==> src/common/lcdc_pkg.sv <==
// Register map, field layout, reset values and timing for the display controller host port
package lcdc_pkg;

  // ==========================================================================
  // Register byte addresses
  localparam logic [7:0] REG_CTRL     = 8'h00;
  localparam logic [7:0] REG_STATUS   = 8'h04;
  localparam logic [7:0] REG_ADDR     = 8'h08;
  localparam logic [7:0] REG_INSTR    = 8'h0C;
  localparam logic [7:0] REG_DATA_IN  = 8'h10;
  localparam logic [7:0] REG_DATA_OUT = 8'h14;
  localparam logic [7:0] REG_SEG_LO   = 8'h18;
  localparam logic [7:0] REG_SEG_HI   = 8'h1C;
  localparam logic [7:0] REG_IRQ_STAT = 8'h20;
  localparam logic [7:0] REG_IRQ_MASK = 8'h24;

  // ==========================================================================
  // Field positions
  localparam int unsigned CTRL_FOUR_BIT = 0;
  localparam int unsigned CTRL_DUTY_LSB = 1;
  localparam int unsigned CTRL_DRIVE_EN = 3;
  localparam int unsigned CTRL_W        = 4;
  localparam int unsigned STAT_BUSY     = 0;
  localparam int unsigned STAT_ADDR_LSB = 8;
  localparam int unsigned IRQ_INSTR     = 0;
  localparam int unsigned IRQ_DATA_WR   = 1;
  localparam int unsigned IRQ_DATA_RD   = 2;
  localparam int unsigned IRQ_LINE      = 3;
  localparam int unsigned IRQ_W         = 4;

  // ==========================================================================
  // Reset values and fixed codes
  localparam logic [CTRL_W-1:0] CTRL_RST     = 4'h0;
  localparam logic [IRQ_W-1:0]  IRQ_MASK_RST = 4'h0;
  localparam logic [6:0]        ADDR_RST     = 7'h00;
  localparam logic [63:0]       SEG_RST      = 64'h0;
  localparam logic [2:0]        HSIZE_WORD   = 3'h2;
  localparam logic [7:0]        OE_NIBBLE    = 8'hF0;
  localparam logic [7:0]        OE_BYTE      = 8'hFF;

  // ==========================================================================
  // Panel geometry and timing
  localparam int unsigned COM_N         = 16;
  localparam int unsigned SEG_N         = 40;
  localparam logic [4:0]  LINES_8       = 5'h08;
  localparam logic [4:0]  LINES_11      = 5'h0B;
  localparam logic [4:0]  LINES_16      = 5'h10;
  localparam int unsigned CORE_CLK_MHZ  = 250;
  localparam int unsigned SHIFT_HALF_NS = 100;
  localparam int unsigned SHIFT_HALF_CYC = (SHIFT_HALF_NS * CORE_CLK_MHZ) / 1000;

  typedef enum logic [1:0] {DUTY_8, DUTY_11, DUTY_16} lcdc_duty_e;
  typedef enum logic [1:0] {DRV_IDLE, DRV_LOW, DRV_HIGH, DRV_LATCH} lcdc_drv_e;

  // Unused duty code falls back to eight lines
  function automatic logic [4:0] lcdc_lines(input logic [1:0] duty);
    lcdc_lines = (duty == DUTY_16) ? LINES_16 : (duty == DUTY_11) ? LINES_11 : LINES_8;
  endfunction : lcdc_lines

endpackage : lcdc_pkg

==> src/verilog/lcdc_host_port.sv <==
// Display controller host port, extension driver link and AHB-Lite register slave
// Notes on behaviour
// - Register select low on a write puts the byte in the instruction register.
// - Register select low on a read returns busy flag and address pointer.
// - Register select high sends writes to the data register; reads return the data output register.
// - Read/write line low means write, high means read.
// - Data bus is driven only during host reads, else released.
// - In 4-bit mode only the upper four data lines carry transfers.
// - Status read puts the busy flag on the top data line.
// - Latch clock tells the extension driver to capture the shifted line.
// - Shift clock advances the extension driver one serial bit.
// - Polarity signal alternates so the drive waveform is AC.
// - Serial output carries one pattern bit per segment, timed by shift clock.
// - At 1/8 duty commons nine to sixteen are never selected.
// - At 1/11 duty commons twelve to sixteen are never selected.
// - Sixteen commons and forty segments; unused commons stay non-selected.
// - In 8-bit mode status read puts the seven-bit address pointer on the lower lines.
`timescale 1ns/1ps
module lcdc_host_port
  import lcdc_pkg::*;
#(
  parameter int unsigned SEG_W      = SEG_N,
  parameter int unsigned SHIFT_HALF = SHIFT_HALF_CYC
) (
  // Clock and reset
  input  wire logic             I_CORE_CLK,
  input  wire logic             I_SYS_RST,
  // AHB-Lite slave
  input  wire logic             I_HSEL,
  input  wire logic [31:0]      I_HADDR,
  input  wire logic [1:0]       I_HTRANS,
  input  wire logic             I_HWRITE,
  input  wire logic [2:0]       I_HSIZE,
  input  wire logic [31:0]      I_HWDATA,
  input  wire logic             I_HREADY,
  output logic                  O_HREADYOUT,
  output logic                  O_HRESP,
  output logic [31:0]           O_HRDATA,
  // Host parallel port
  input  wire logic             I_REGISTER_SELECT,
  input  wire logic             I_READ_WRITE,
  input  wire logic             I_STROBE,
  input  wire logic [7:0]       I_HOST_DATA_BUS,
  output logic [7:0]            O_HOST_DATA_BUS,
  output logic [7:0]            O_HOST_DATA_BUS_OE,
  // Extension driver and panel
  output logic                  O_LINE_LATCH_CLOCK,
  output logic                  O_SEGMENT_SHIFT_CLOCK,
  output logic                  O_POLARITY_ALTERNATE,
  output logic                  O_SERIAL_DATA,
  output logic [COM_N-1:0]      O_COMMON_DRIVE_OUTPUTS,
  output logic [SEG_W-1:0]      O_SEGMENT_DRIVE_OUTPUTS,
  // Interrupt
  output logic                  O_IRQ
);

  if (SEG_W < 1 || SEG_W > 64) begin : g_bad_seg
    $error("SEG_W must lie in 1..64");
  end
  if (SHIFT_HALF < 1 || SHIFT_HALF > 255) begin : g_bad_div
    $error("SHIFT_HALF must lie in 1..255");
  end

  function automatic logic hit(input logic [31:0] a, input logic [7:0] off);
    hit = (a[31:8] == 24'h0) && (a[7:0] == off);
  endfunction : hit

  // ==========================================================================
  // AHB-Lite slave: writes zero wait, reads one wait state
  logic              wr_q;
  logic              rd_wait;
  logic [31:0]       addr_q;
  logic [CTRL_W-1:0] ctrl;
  logic              busy;
  logic [6:0]        addr_ptr;
  logic [7:0]        instruction_register;
  logic [7:0]        data_register;
  logic [7:0]        data_out;
  logic [63:0]       seg_pat;
  logic [IRQ_W-1:0]  irq_stat;
  logic [IRQ_W-1:0]  irq_mask;

  wire addr_ok    = I_HSEL & I_HREADY & I_HTRANS[1];
  wire wr_ctrl    = wr_q & hit(addr_q, REG_CTRL);
  wire wr_status  = wr_q & hit(addr_q, REG_STATUS);
  wire wr_addr    = wr_q & hit(addr_q, REG_ADDR);
  wire wr_dout    = wr_q & hit(addr_q, REG_DATA_OUT);
  wire wr_seg_lo  = wr_q & hit(addr_q, REG_SEG_LO);
  wire wr_seg_hi  = wr_q & hit(addr_q, REG_SEG_HI);
  wire wr_istat   = wr_q & hit(addr_q, REG_IRQ_STAT);
  wire wr_imask   = wr_q & hit(addr_q, REG_IRQ_MASK);

  wire [31:0] rd_mux =
    hit(addr_q, REG_CTRL)     ? {28'h0, ctrl} :
    hit(addr_q, REG_STATUS)   ? {17'h0, addr_ptr, 7'h0, busy} :
    hit(addr_q, REG_ADDR)     ? {25'h0, addr_ptr} :
    hit(addr_q, REG_INSTR)    ? {24'h0, instruction_register} :
    hit(addr_q, REG_DATA_IN)  ? {24'h0, data_register} :
    hit(addr_q, REG_DATA_OUT) ? {24'h0, data_out} :
    hit(addr_q, REG_SEG_LO)   ? seg_pat[31:0] :
    hit(addr_q, REG_SEG_HI)   ? seg_pat[63:32] :
    hit(addr_q, REG_IRQ_STAT) ? {28'h0, irq_stat} :
    hit(addr_q, REG_IRQ_MASK) ? {28'h0, irq_mask} : 32'h0;

  always_ff @(posedge I_CORE_CLK or posedge I_SYS_RST) begin
    if (I_SYS_RST) begin
      wr_q     <= 1'b0;
      rd_wait  <= 1'b0;
      addr_q   <= 32'h0;
      O_HRDATA <= 32'h0;
    end else begin
      // Sub-word writes are answered but not stored
      wr_q    <= addr_ok & I_HWRITE & (I_HSIZE == HSIZE_WORD);
      rd_wait <= addr_ok & ~I_HWRITE;
      if (addr_ok) begin
        addr_q <= I_HADDR;
      end
      if (rd_wait) begin
        O_HRDATA <= rd_mux;
      end
    end
  end

  assign O_HREADYOUT = ~rd_wait;
  assign O_HRESP     = 1'b0;

  // ==========================================================================
  // Host parallel port
  logic       stb_q;
  logic       sel_q;
  logic       rw_q;
  logic       phase;
  logic [7:0] bus_q;
  logic [3:0] hi_nib;
  logic [7:0] rd_byte;

  wire        four_bit  = ctrl[CTRL_FOUR_BIT];
  wire [1:0]  duty      = ctrl[CTRL_DUTY_LSB +: 2];
  wire        drive_en  = ctrl[CTRL_DRIVE_EN];
  wire        stb_rise  = I_STROBE & ~stb_q;
  wire        stb_fall  = ~I_STROBE & stb_q;
  wire        first_nib = ~four_bit | ~phase;
  wire        byte_done = stb_fall & (~four_bit | phase);
  wire [7:0]  wr_byte   = four_bit ? {hi_nib, bus_q[7:4]} : bus_q;
  wire [7:0]  next_rd   = I_REGISTER_SELECT ? data_out : {busy, addr_ptr};
  wire [7:0]  next_dout = ~first_nib ? {rd_byte[3:0], 4'h0} :
                          four_bit ? {next_rd[7:4], 4'h0} : next_rd;
  wire        ev_instr  = byte_done & ~sel_q & ~rw_q;
  wire        ev_dwr    = byte_done & sel_q & ~rw_q;
  wire        ev_drd    = byte_done & sel_q & rw_q;

  always_ff @(posedge I_CORE_CLK or posedge I_SYS_RST) begin
    if (I_SYS_RST) begin
      stb_q              <= 1'b0;
      sel_q              <= 1'b0;
      rw_q               <= 1'b0;
      bus_q              <= 8'h00;
      phase              <= 1'b0;
      hi_nib             <= 4'h0;
      rd_byte            <= 8'h00;
      O_HOST_DATA_BUS    <= 8'h00;
      O_HOST_DATA_BUS_OE <= 8'h00;
    end else begin
      stb_q <= I_STROBE;
      // Last values seen with the strobe high are what the falling edge acts on
      if (I_STROBE) begin
        sel_q <= I_REGISTER_SELECT;
        rw_q  <= I_READ_WRITE;
        bus_q <= I_HOST_DATA_BUS;
      end
      if (wr_ctrl) begin
        phase <= 1'b0;
      end else if (stb_fall & four_bit) begin
        phase <= ~phase;
      end
      if (stb_fall & four_bit & ~phase & ~rw_q) begin
        hi_nib <= bus_q[7:4];
      end
      if (stb_rise & I_READ_WRITE) begin
        if (first_nib) begin
          rd_byte <= next_rd;
        end
        O_HOST_DATA_BUS    <= next_dout;
        O_HOST_DATA_BUS_OE <= four_bit ? OE_NIBBLE : OE_BYTE;
      end else if (stb_fall) begin
        O_HOST_DATA_BUS_OE <= 8'h00;
      end
    end
  end

  // ==========================================================================
  // Registers written by software, flags set by the host port
  wire [IRQ_W-1:0] irq_ev;

  always_ff @(posedge I_CORE_CLK or posedge I_SYS_RST) begin
    if (I_SYS_RST) begin
      ctrl                 <= CTRL_RST;
      busy                 <= 1'b0;
      addr_ptr             <= ADDR_RST;
      instruction_register <= 8'h00;
      data_register        <= 8'h00;
      data_out             <= 8'h00;
      seg_pat              <= SEG_RST;
      irq_stat             <= 4'h0;
      irq_mask             <= IRQ_MASK_RST;
    end else begin
      if (wr_ctrl) begin
        ctrl <= I_HWDATA[CTRL_W-1:0];
      end
      // Set wins over a same-cycle clear
      busy <= (busy & ~(wr_status & I_HWDATA[STAT_BUSY])) | ev_instr | ev_dwr;
      if (wr_addr) begin
        addr_ptr <= I_HWDATA[6:0];
      end else if (ev_dwr | ev_drd) begin
        addr_ptr <= addr_ptr + 7'h01;
      end
      if (ev_instr) begin
        instruction_register <= wr_byte;
      end
      if (ev_dwr) begin
        data_register <= wr_byte;
      end
      if (wr_dout) begin
        data_out <= I_HWDATA[7:0];
      end
      if (wr_seg_lo) begin
        seg_pat[31:0] <= I_HWDATA;
      end
      if (wr_seg_hi) begin
        seg_pat[63:32] <= I_HWDATA;
      end
      if (wr_imask) begin
        irq_mask <= I_HWDATA[IRQ_W-1:0];
      end
      irq_stat <= (irq_stat & ~({IRQ_W{wr_istat}} & I_HWDATA[IRQ_W-1:0])) | irq_ev;
    end
  end

  assign O_IRQ = |(irq_stat & irq_mask);

  // ==========================================================================
  // Extension driver link and common scan
  localparam logic [7:0] DIV_LAST = 8'(SHIFT_HALF - 1);
  localparam logic [5:0] BIT_LAST = 6'(SEG_W - 1);

  lcdc_drv_e        state;
  logic [7:0]       div_cnt;
  logic [5:0]       bit_idx;
  logic [63:0]      shadow;
  logic [4:0]       line;
  logic [COM_N-1:0] next_com;

  wire       tick      = (div_cnt == DIV_LAST);
  wire       last_bit  = (bit_idx == BIT_LAST);
  wire [4:0] lines     = lcdc_lines(duty);
  wire [4:0] next_line = (line >= lines - 5'h01) ? 5'h00 : line + 5'h01;

  // Rows at or above the duty's line count are never selected
  for (genvar gi = 0; gi < COM_N; gi++) begin : g_com
    assign next_com[gi] = (5'(gi) == next_line);
  end

  assign irq_ev = {(state == DRV_LATCH) & tick, ev_drd, ev_dwr, ev_instr};

  always_ff @(posedge I_CORE_CLK or posedge I_SYS_RST) begin
    if (I_SYS_RST) begin
      state                   <= DRV_IDLE;
      div_cnt                 <= 8'h00;
      bit_idx                 <= 6'h00;
      shadow                  <= SEG_RST;
      line                    <= 5'h00;
      O_SEGMENT_SHIFT_CLOCK   <= 1'b0;
      O_LINE_LATCH_CLOCK      <= 1'b0;
      O_POLARITY_ALTERNATE    <= 1'b0;
      O_SERIAL_DATA           <= 1'b0;
      O_COMMON_DRIVE_OUTPUTS  <= '0;
      O_SEGMENT_DRIVE_OUTPUTS <= '0;
    end else begin
      div_cnt <= tick ? 8'h00 : div_cnt + 8'h01;
      unique case (state)
        DRV_IDLE: begin
          if (tick & drive_en) begin
            // Snapshot so a software update cannot tear a line
            shadow        <= seg_pat;
            bit_idx       <= 6'h00;
            O_SERIAL_DATA <= seg_pat[0];
            state         <= DRV_LOW;
          end else if (!drive_en) begin
            O_COMMON_DRIVE_OUTPUTS <= '0;
          end
        end
        DRV_LOW: begin
          if (tick) begin
            O_SEGMENT_SHIFT_CLOCK <= 1'b1;
            state                 <= DRV_HIGH;
          end
        end
        DRV_HIGH: begin
          if (tick) begin
            O_SEGMENT_SHIFT_CLOCK <= 1'b0;
            if (last_bit) begin
              O_LINE_LATCH_CLOCK <= 1'b1;
              state              <= DRV_LATCH;
            end else begin
              bit_idx       <= bit_idx + 6'h01;
              O_SERIAL_DATA <= shadow[bit_idx + 6'h01];
              state         <= DRV_LOW;
            end
          end
        end
        DRV_LATCH: begin
          if (tick) begin
            O_LINE_LATCH_CLOCK      <= 1'b0;
            O_SEGMENT_DRIVE_OUTPUTS <= shadow[SEG_W-1:0];
            O_COMMON_DRIVE_OUTPUTS  <= next_com;
            line                    <= next_line;
            O_POLARITY_ALTERNATE    <= ~O_POLARITY_ALTERNATE;
            state                   <= DRV_IDLE;
          end
        end
      endcase
    end
  end
endmodule : lcdc_host_port

==> config.mk <==
export PLATFORM = sky130hd
export DESIGN_NAME = lcdc_host_port
export DESIGN_NICKNAME = d
export VERILOG_FILES = /design/src/common/lcdc_pkg.sv /design/src/verilog/lcdc_host_port.sv
export SDC_FILE = /design/constraint.sdc
export NUM_CORES = 1
export LEC_CHECK = 0
export BUFFER_PORTS_ARGS = -buffer_cell sky130_fd_sc_hd__buf_4
export CORE_MARGIN = 2
export CORE_UTILIZATION = 41
export CTS_CLUSTER_DIAMETER = 60
export DETAILED_ROUTE_END_ITERATION = 8
export PLACE_DENSITY_LB_ADDON = 0.25
export SLEW_MARGIN = 40
export SYNTH_ARGS = -nofsm -noshare
export SYNTH_HDL_FRONTEND = slang
export SYNTH_SLANG_ARGS = --single-unit
==> constraint.sdc <==
create_clock -name I_CORE_CLK -period 20.1 [get_ports I_CORE_CLK]
set_input_delay 4.02 -clock I_CORE_CLK [delete_from_list [all_inputs] [get_ports I_CORE_CLK]]
set_output_delay 4.02 -clock I_CORE_CLK [all_outputs]
set_load 0.01 [all_outputs]
==> metrics.cfg, run 1 <==
[run_status]
outcome=complete, no violations

[job]
maxCapViolations=0

[clocking]
cts_tree=done
cts.repair.resized=0
clock_latency_ns=0.56
clockBufferDepth=3
hold_buffers=0
path_clk_slew_ns=0.06
cts_made_buffers=40
cts_sinks=349
htreeDepth=2
cts-root-buf=clkbuf_16
post_cts_buffers=0

[route]
wl_per_cell_um=18.8
vias=11100
drt-initial-drc-count=912
ant_nets=0
drc=0
wirelength_um=39700
via_per_inst=5.23
first_pass_iters=8

[global_routing]
grt_max_degree=101
gr-total-overflow=0
grt_pass1_vias=11100
antenna_found_initial=2
grt_pass1_wl_um=63000
grt.total_usage_pct=20.7

[setup_path]
criticalPathCategory=reg -> out
worstPathArrival_ns=1.75
end_kind=output pin
cp_max_fo=28
cp.required_ns=16.08
critPathLaunchType=flip-flop

[sta]
min_period_ns=5.77
finalWorstSetupSlack_ns=14.33
finClkSkew_ns=0.0254
setup_viol=0
worstMarginPinSlew_ns=0.801
rsz0062_at_grt=false
finalCritPeriodShare_pct=28.7
final_max_slew_viol_count=0
fin_tns_setup_ns=0
final_hold_viol_count=0
holdWs_ns=0.470
max-slew-margin-rel_pct=46.3
timing.fmax_mhz=173

[yosys]
synth_nets=1510
ys_async_sr_fraction_pct=100
netlist_area_mm2=0.0154
synth_edf_count=0
ys_types=60
yosys_warnings=0
synth_ff_type=dfrtp_1
syn_inst=1414
seq_area_frac_synth_pct=56.6
synthesis.area_per_instance_um2=10.9
ys_seq_elements=349

[placement]
globalplace.congestion=0.872
hpwl_um=27400
port-buffer-count=193
pre_cts_ws_ns=13.72

[pwr]
power_mw=1.77
ir_drop_uv=69.0
power.density_mw_per_mm2=94.9
leakage_nw=8.85

[layout]
fin_nets=1671
syn_to_final_growth_pct=20.8
drive_gt1_share_pct=22.9

[floorplan]
initial_utilization_pct=41.3
die_y_um=198
core-area_mm2=0.0374
die_w_um=198
ios=196
rows=71
dieArea_mm2=0.0392

[worst_hold_path]
holdCritPathClass=reg -> reg

[Yosys cell counts, types with 5 or more instances]
cell         n  area share (%)
o31ai_1      7            0.34
o21ai_1      9            0.29
clkbuf_1    50             1.2
nand3_1     31             1.0
a22o_1      18             1.0
a22oi_1     20            0.97
buf_4       11            0.53
a31oi_1      6            0.24
a21oi_1     45             1.5
nor2_1      64             1.6
mux2i_1     30             1.9
o21ai_0     27            0.88
xnor2_1      8            0.45
nor2b_1     14            0.57
dfrtp_1    349              57
nor4_4       6            0.83
buf_2       22            0.71
buf_1        5            0.12
mux2_1      72             5.3
nand4_1      6            0.24
mux4_2      16             2.3
mux2_2      58             4.2
o2bb2ai_1   18             1.0
inv_1       19            0.46
ha_1        11            0.89
nand2b_1     6            0.24
o22ai_1      5            0.20
nor3_1      10            0.32
nand2_1    389             9.5
a222oi_1    13            0.84
and3_1       6            0.24
xor2_1      12            0.68
[final cells by class]
| type | count | area (um2) |
|---|---|---|
| diodes | 2 | 5.00 |
| clock buffers | 57 | 1150 |
| clock inverters | 11 | 170 |
| fillers | 3397 | 18700 |
| inverters | 19 | 78.8 |
| multi-input cells | 958 | 6270 |
| flip-flops and latches | 349 | 8740 |
| well taps | 511 | 639 |
| repair buffers | 207 | 1610 |
[final timing paths]
path / start / endpoint / slack, ns / depth (start not counted)
worst max-delay path: rd_wait / O_HREADYOUT / 14.33 / 3
worst min-delay path: shadow[46] / shadow[46] / 0.47 / 2
worst max register to register: addr_q[12] / O_HRDATA[9] / 16.81 / 7
worst min register to register: shadow[46] / shadow[46] / 0.47 / 2
max in group asynchronous: I_SYS_RST / shadow[45] / 14.46 / 6
min in group asynchronous: I_SYS_RST / O_HRDATA[8] / 3.56 / 2
[cells in the final DEF (no fill, tap or decap), types with 7 or more instances in the layout]
| cell type | count |
|---|---|
| xor2_1 | 12 |
| clkbuf_1 | 10 |
| nand3_1 | 30 |
| mux2_1 | 72 |
| mux2_2 | 58 |
| mux2i_1 | 30 |
| nor3_1 | 10 |
| nor2_1 | 62 |
| ha_1 | 11 |
| nand2_1 | 389 |
| dfrtp_1 | 346 |
| o21ai_1 | 9 |
| buf_4 | 203 |
| xnor2_1 | 8 |
| a22o_1 | 18 |
| a222oi_1 | 13 |
| clkbuf_16 | 41 |
| o31ai_1 | 7 |
| inv_1 | 18 |
| nor2b_1 | 13 |
| mux4_2 | 16 |
| a21oi_1 | 45 |
| o21ai_0 | 27 |
| a22oi_1 | 20 |
| o2bb2ai_1 | 18 |
[critical path: stages (launching register included)]
cell and delay [ns]:
dfrtp_2 0.71, inv_1 0.08, buf_4 0.23, buf_4 0.17
[where the power goes]
| group | switching, mW | leakage [nW] | total, mW | internal, mW |
|---|---|---|---|---|
| Combinational | 0.0910 | 3.83 | 0.183 | 0.0922 |
| Clock | 0.286 | 0.647 | 0.734 | 0.448 |
| Sequential | 0.0793 | 4.38 | 0.854 | 0.775 |
| Total | 0.456 | 8.85 | 1.77 | 1.31 |
[layer usage]
| metal | share of wire, % | vias to the layer above | GRT usage (%) |
|---|---|---|---|
| met1 | 46 | 5507 | 28.9 |
| met5 | 0 | - | 0 |
| met3 | 5.9 | 66 | 4.43 |
| met2 | 46 | 293 | 32.8 |
| met4 | 2.4 | 0 | 5.90 |
| li1 | - | 5198 | - |
[kinds of logic (layout without fill, tap and decap cells)]
logic type / count (synthesis) / in the layout / synth area share, %
mux: 176 / 176 / 13.8
compound gates: 190 / 190 / 8.46
fa+ha+maj: 11 / 11 / 0.891
other cells: 1 / 3 / 0.0243
flops: 349 / 349 / 56.6
buf+inv: 107 / 294 / 3.05
simple gates: 559 / 559 / 15.9
xor+xnor: 21 / 21 / 1.31
[registers in the layout, indices dropped and copies added (netlist names), 16 cells and up]
| name | flops |
|---|---|
| O_COMMON_DRIVE_OUTPUTS | 16 |
| O_HRDATA | 32 |
| O_SEGMENT_DRIVE_OUTPUTS | 40 |
| addr_q | 32 |
| seg_pat | 64 |
| shadow | 64 |
[metrics by stage]
stage | instance area, um2 | cells | util (%)
6_report | 18700 | 2114 | 49.9
3_5_place_dp | 17300 | 2044 | 46.4
3_3_place_gp | 17300 | 2042 | 46.1
4_1_cts | 18700 | 2112 | 49.9
2_1_floorplan | 15400 | 1414 | -
5_1_grt | 18700 | 2114 | 49.9
(Power assumes the default switching activity.)
==> run 2, diff against run 1 <==
clock period = 5.4 ns   (was 20.1 ns; I/O delays follow)
==> metrics.cfg, run 2 (synthesis results as in run 1) <==
[route]
wl_per_cell_um=18.7  ; was 18.8 um
drc=0  ; unchanged
first_pass_iters=7  ; was 8
ant_nets=0  ; unchanged
vias=11100  ; about the same
drt-initial-drc-count=832  ; was 912
wirelength_um=39800  ; was 39,700 um
via_per_inst=5.22  ; was 5.23

[pwr]
power.density_mw_per_mm2=353  ; was 94.9 mW/mm2
leakage_nw=8.88  ; was 8.85 nW
ir_drop_uv=243  ; was 69.0 uV

[setup_path]
cp_max_fo=11  ; was 28
r2r_cells=7  ; unchanged
criticalPathCategory=reg -> reg  ; was reg -> out
end_kind=flip-flop  ; was output pin
r2r_slack_ns=2.22  ; was 16.81 ns
r2r_start=addr_q[12]  ; unchanged
cp.required_ns=5.87  ; was 16.08 ns
critPathLaunchType=flip-flop  ; unchanged
worstPathArrival_ns=3.64  ; was 1.75 ns
worstReg2RegEnd=O_HRDATA[11]  ; was O_HRDATA[9]

[global_routing]
antenna_found_initial=3  ; was 2
grt_max_degree=106  ; was 101
grt.total_usage_pct=20.8  ; was 20.7%
grt_pass1_vias=11200  ; was 11,100
grt_pass1_wl_um=63600  ; was 63,000 um
gr-total-overflow=0  ; unchanged

[sta]
min_period_ns=3.18
setup_viol=0  ; unchanged
worstMarginPinSlew_ns=0.740  ; was 0.801 ns
timing.fmax_mhz=315
finalCritPeriodShare_pct=58.8
final_max_slew_viol_count=0  ; unchanged
max-slew-margin-rel_pct=50.4  ; was 46.3%
rsz0062_at_grt=false  ; unchanged
holdWs_ns=0.467  ; was 0.470 ns
finClkSkew_ns=0.0216  ; was 0.0254 ns
final_hold_viol_count=0  ; unchanged

[floorplan]
die_y_um=198  ; unchanged
die_w_um=198  ; unchanged
ios=196  ; unchanged
rows=71  ; unchanged
dieArea_mm2=0.0392  ; unchanged
initial_utilization_pct=41.3  ; unchanged
core-area_mm2=0.0374  ; unchanged

[clocking]
clock_latency_ns=0.56  ; about the same
cts_tree=done  ; unchanged
cts-root-buf=clkbuf_16  ; unchanged
hold_buffers=0  ; unchanged
path_clk_slew_ns=0.06  ; about the same
cts_made_buffers=41  ; was 40
cts_sinks=349  ; unchanged
htreeDepth=2  ; unchanged
clockBufferDepth=3  ; unchanged
cts.repair.resized=0  ; unchanged
post_cts_buffers=0  ; unchanged

[layout]
syn_to_final_growth_pct=21.2  ; was 20.8%
fin_nets=1677  ; was 1,671
mostFrequentLayoutCell=nand2_1  ; unchanged
top_regs=seg_pat (64), shadow (64), O_SEGMENT_DRIVE_OUTPUTS (40)  ; unchanged
layout_common_cells=nand2_1 (389), dfrtp_1 (347), buf_4 (206)  ; was nand2_1 (389), dfrtp_1 (346), buf_4 (203)
stdcell_area_mm2=0.0187  ; about the same
drive_gt1_share_pct=23.2  ; was 22.9%

[job]
maxCapViolations=0  ; unchanged

[worst_hold_path]
holdCritPathClass=reg -> reg  ; unchanged
min_path_cells=2  ; unchanged
hold_start=shadow[48]  ; was shadow[46]
worstHoldEndpoint=shadow[48]  ; was shadow[46]

[placement]
hpwl_um=27700  ; was 27,400 um
globalplace.congestion=0.899  ; was 0.872
place_area_mm2=0.0174  ; was 0.0173 mm2
port-buffer-count=193  ; unchanged

[run_status]
outcome=complete, no violations  ; unchanged

-- run 2: cell count changes in the layout (fill, tap and decap cells not counted), sizes merged --
cell / before / now
bufinv: 4 / 2
clkbuf: 57 / 59
clkinvlp: 0 / 2
clkinv: 3 / 5
buf: 207 / 212
diode: 2 / 3
-- run 2: critical path, cell delays in order (launching register included) --
cell	delay (ns)
dfrtp_1	0.38
nor4_1	0.30
nand2_1	0.34
nor2_1	0.62
nand2_1	0.30
nor3_2	0.68
a222oi_1	0.25
a21oi_1	0.22
-- run 2: layout make-up --
type	instances	area, um2
Fill cell	3455	18700
Sequential cell	349	8740
Multi-Input combinational cell	958	6270
Timing Repair Buffer	212	1650
Clock buffer	59	1200
Tap cell	511	639
Clock inverter	13	143
Inverter	19	75.1
Antenna cell	3	7.51
-- run 2: report_power, final --
group	switching (mW)	internal (mW)
clock network	1.10	1.64
registers	0.283	2.88
logic	0.343	0.347
-- run 2: metrics by stage --
stage	worst slack, ns	utilization, %	TNS [ns]	std cells	power (mW)
global route	1.95	50.0	0	2124	6.89
detailed placement	2.19	46.4	0	2049	3.91
CTS	2.16	50.0	0	2121	6.69
finish	2.22	50.0	0	2124	6.60
global placement	2.24	46.2	0	2046	3.88
floorplan	-0.352	-	-123.00	1414	3.58
-- run 2: per-layer routing --
layer  vias to the layer above  wire length (um)  share of wire (%)  track usage (%)
li1                       5232                 -                  -                -
met1                      5475             18100                 46             29.6
met2                       313             18500                 46             32.1
met3                        64              2120                5.3             3.54
met4                         0              1050                2.6             7.80
met5                         -                 0                  0                0
-- run 2: worst max path at each step --
stage	from	to	slack (ns)	cells past startpoint
2_1_floorplan	I_SYS_RST	O_COMMON_DRIVE_OUTPUTS[0]	-0.35	1
3_5_place_dp	addr_q[20]	O_HRDATA[11]	2.19	7
5_1_grt	addr_q[12]	O_HRDATA[11]	1.95	7
4_1_cts	addr_q[20]	O_HRDATA[11]	2.16	7
3_3_place_gp	addr_q[20]	O_HRDATA[11]	2.24	7
6_report	addr_q[12]	O_HRDATA[11]	2.22	7
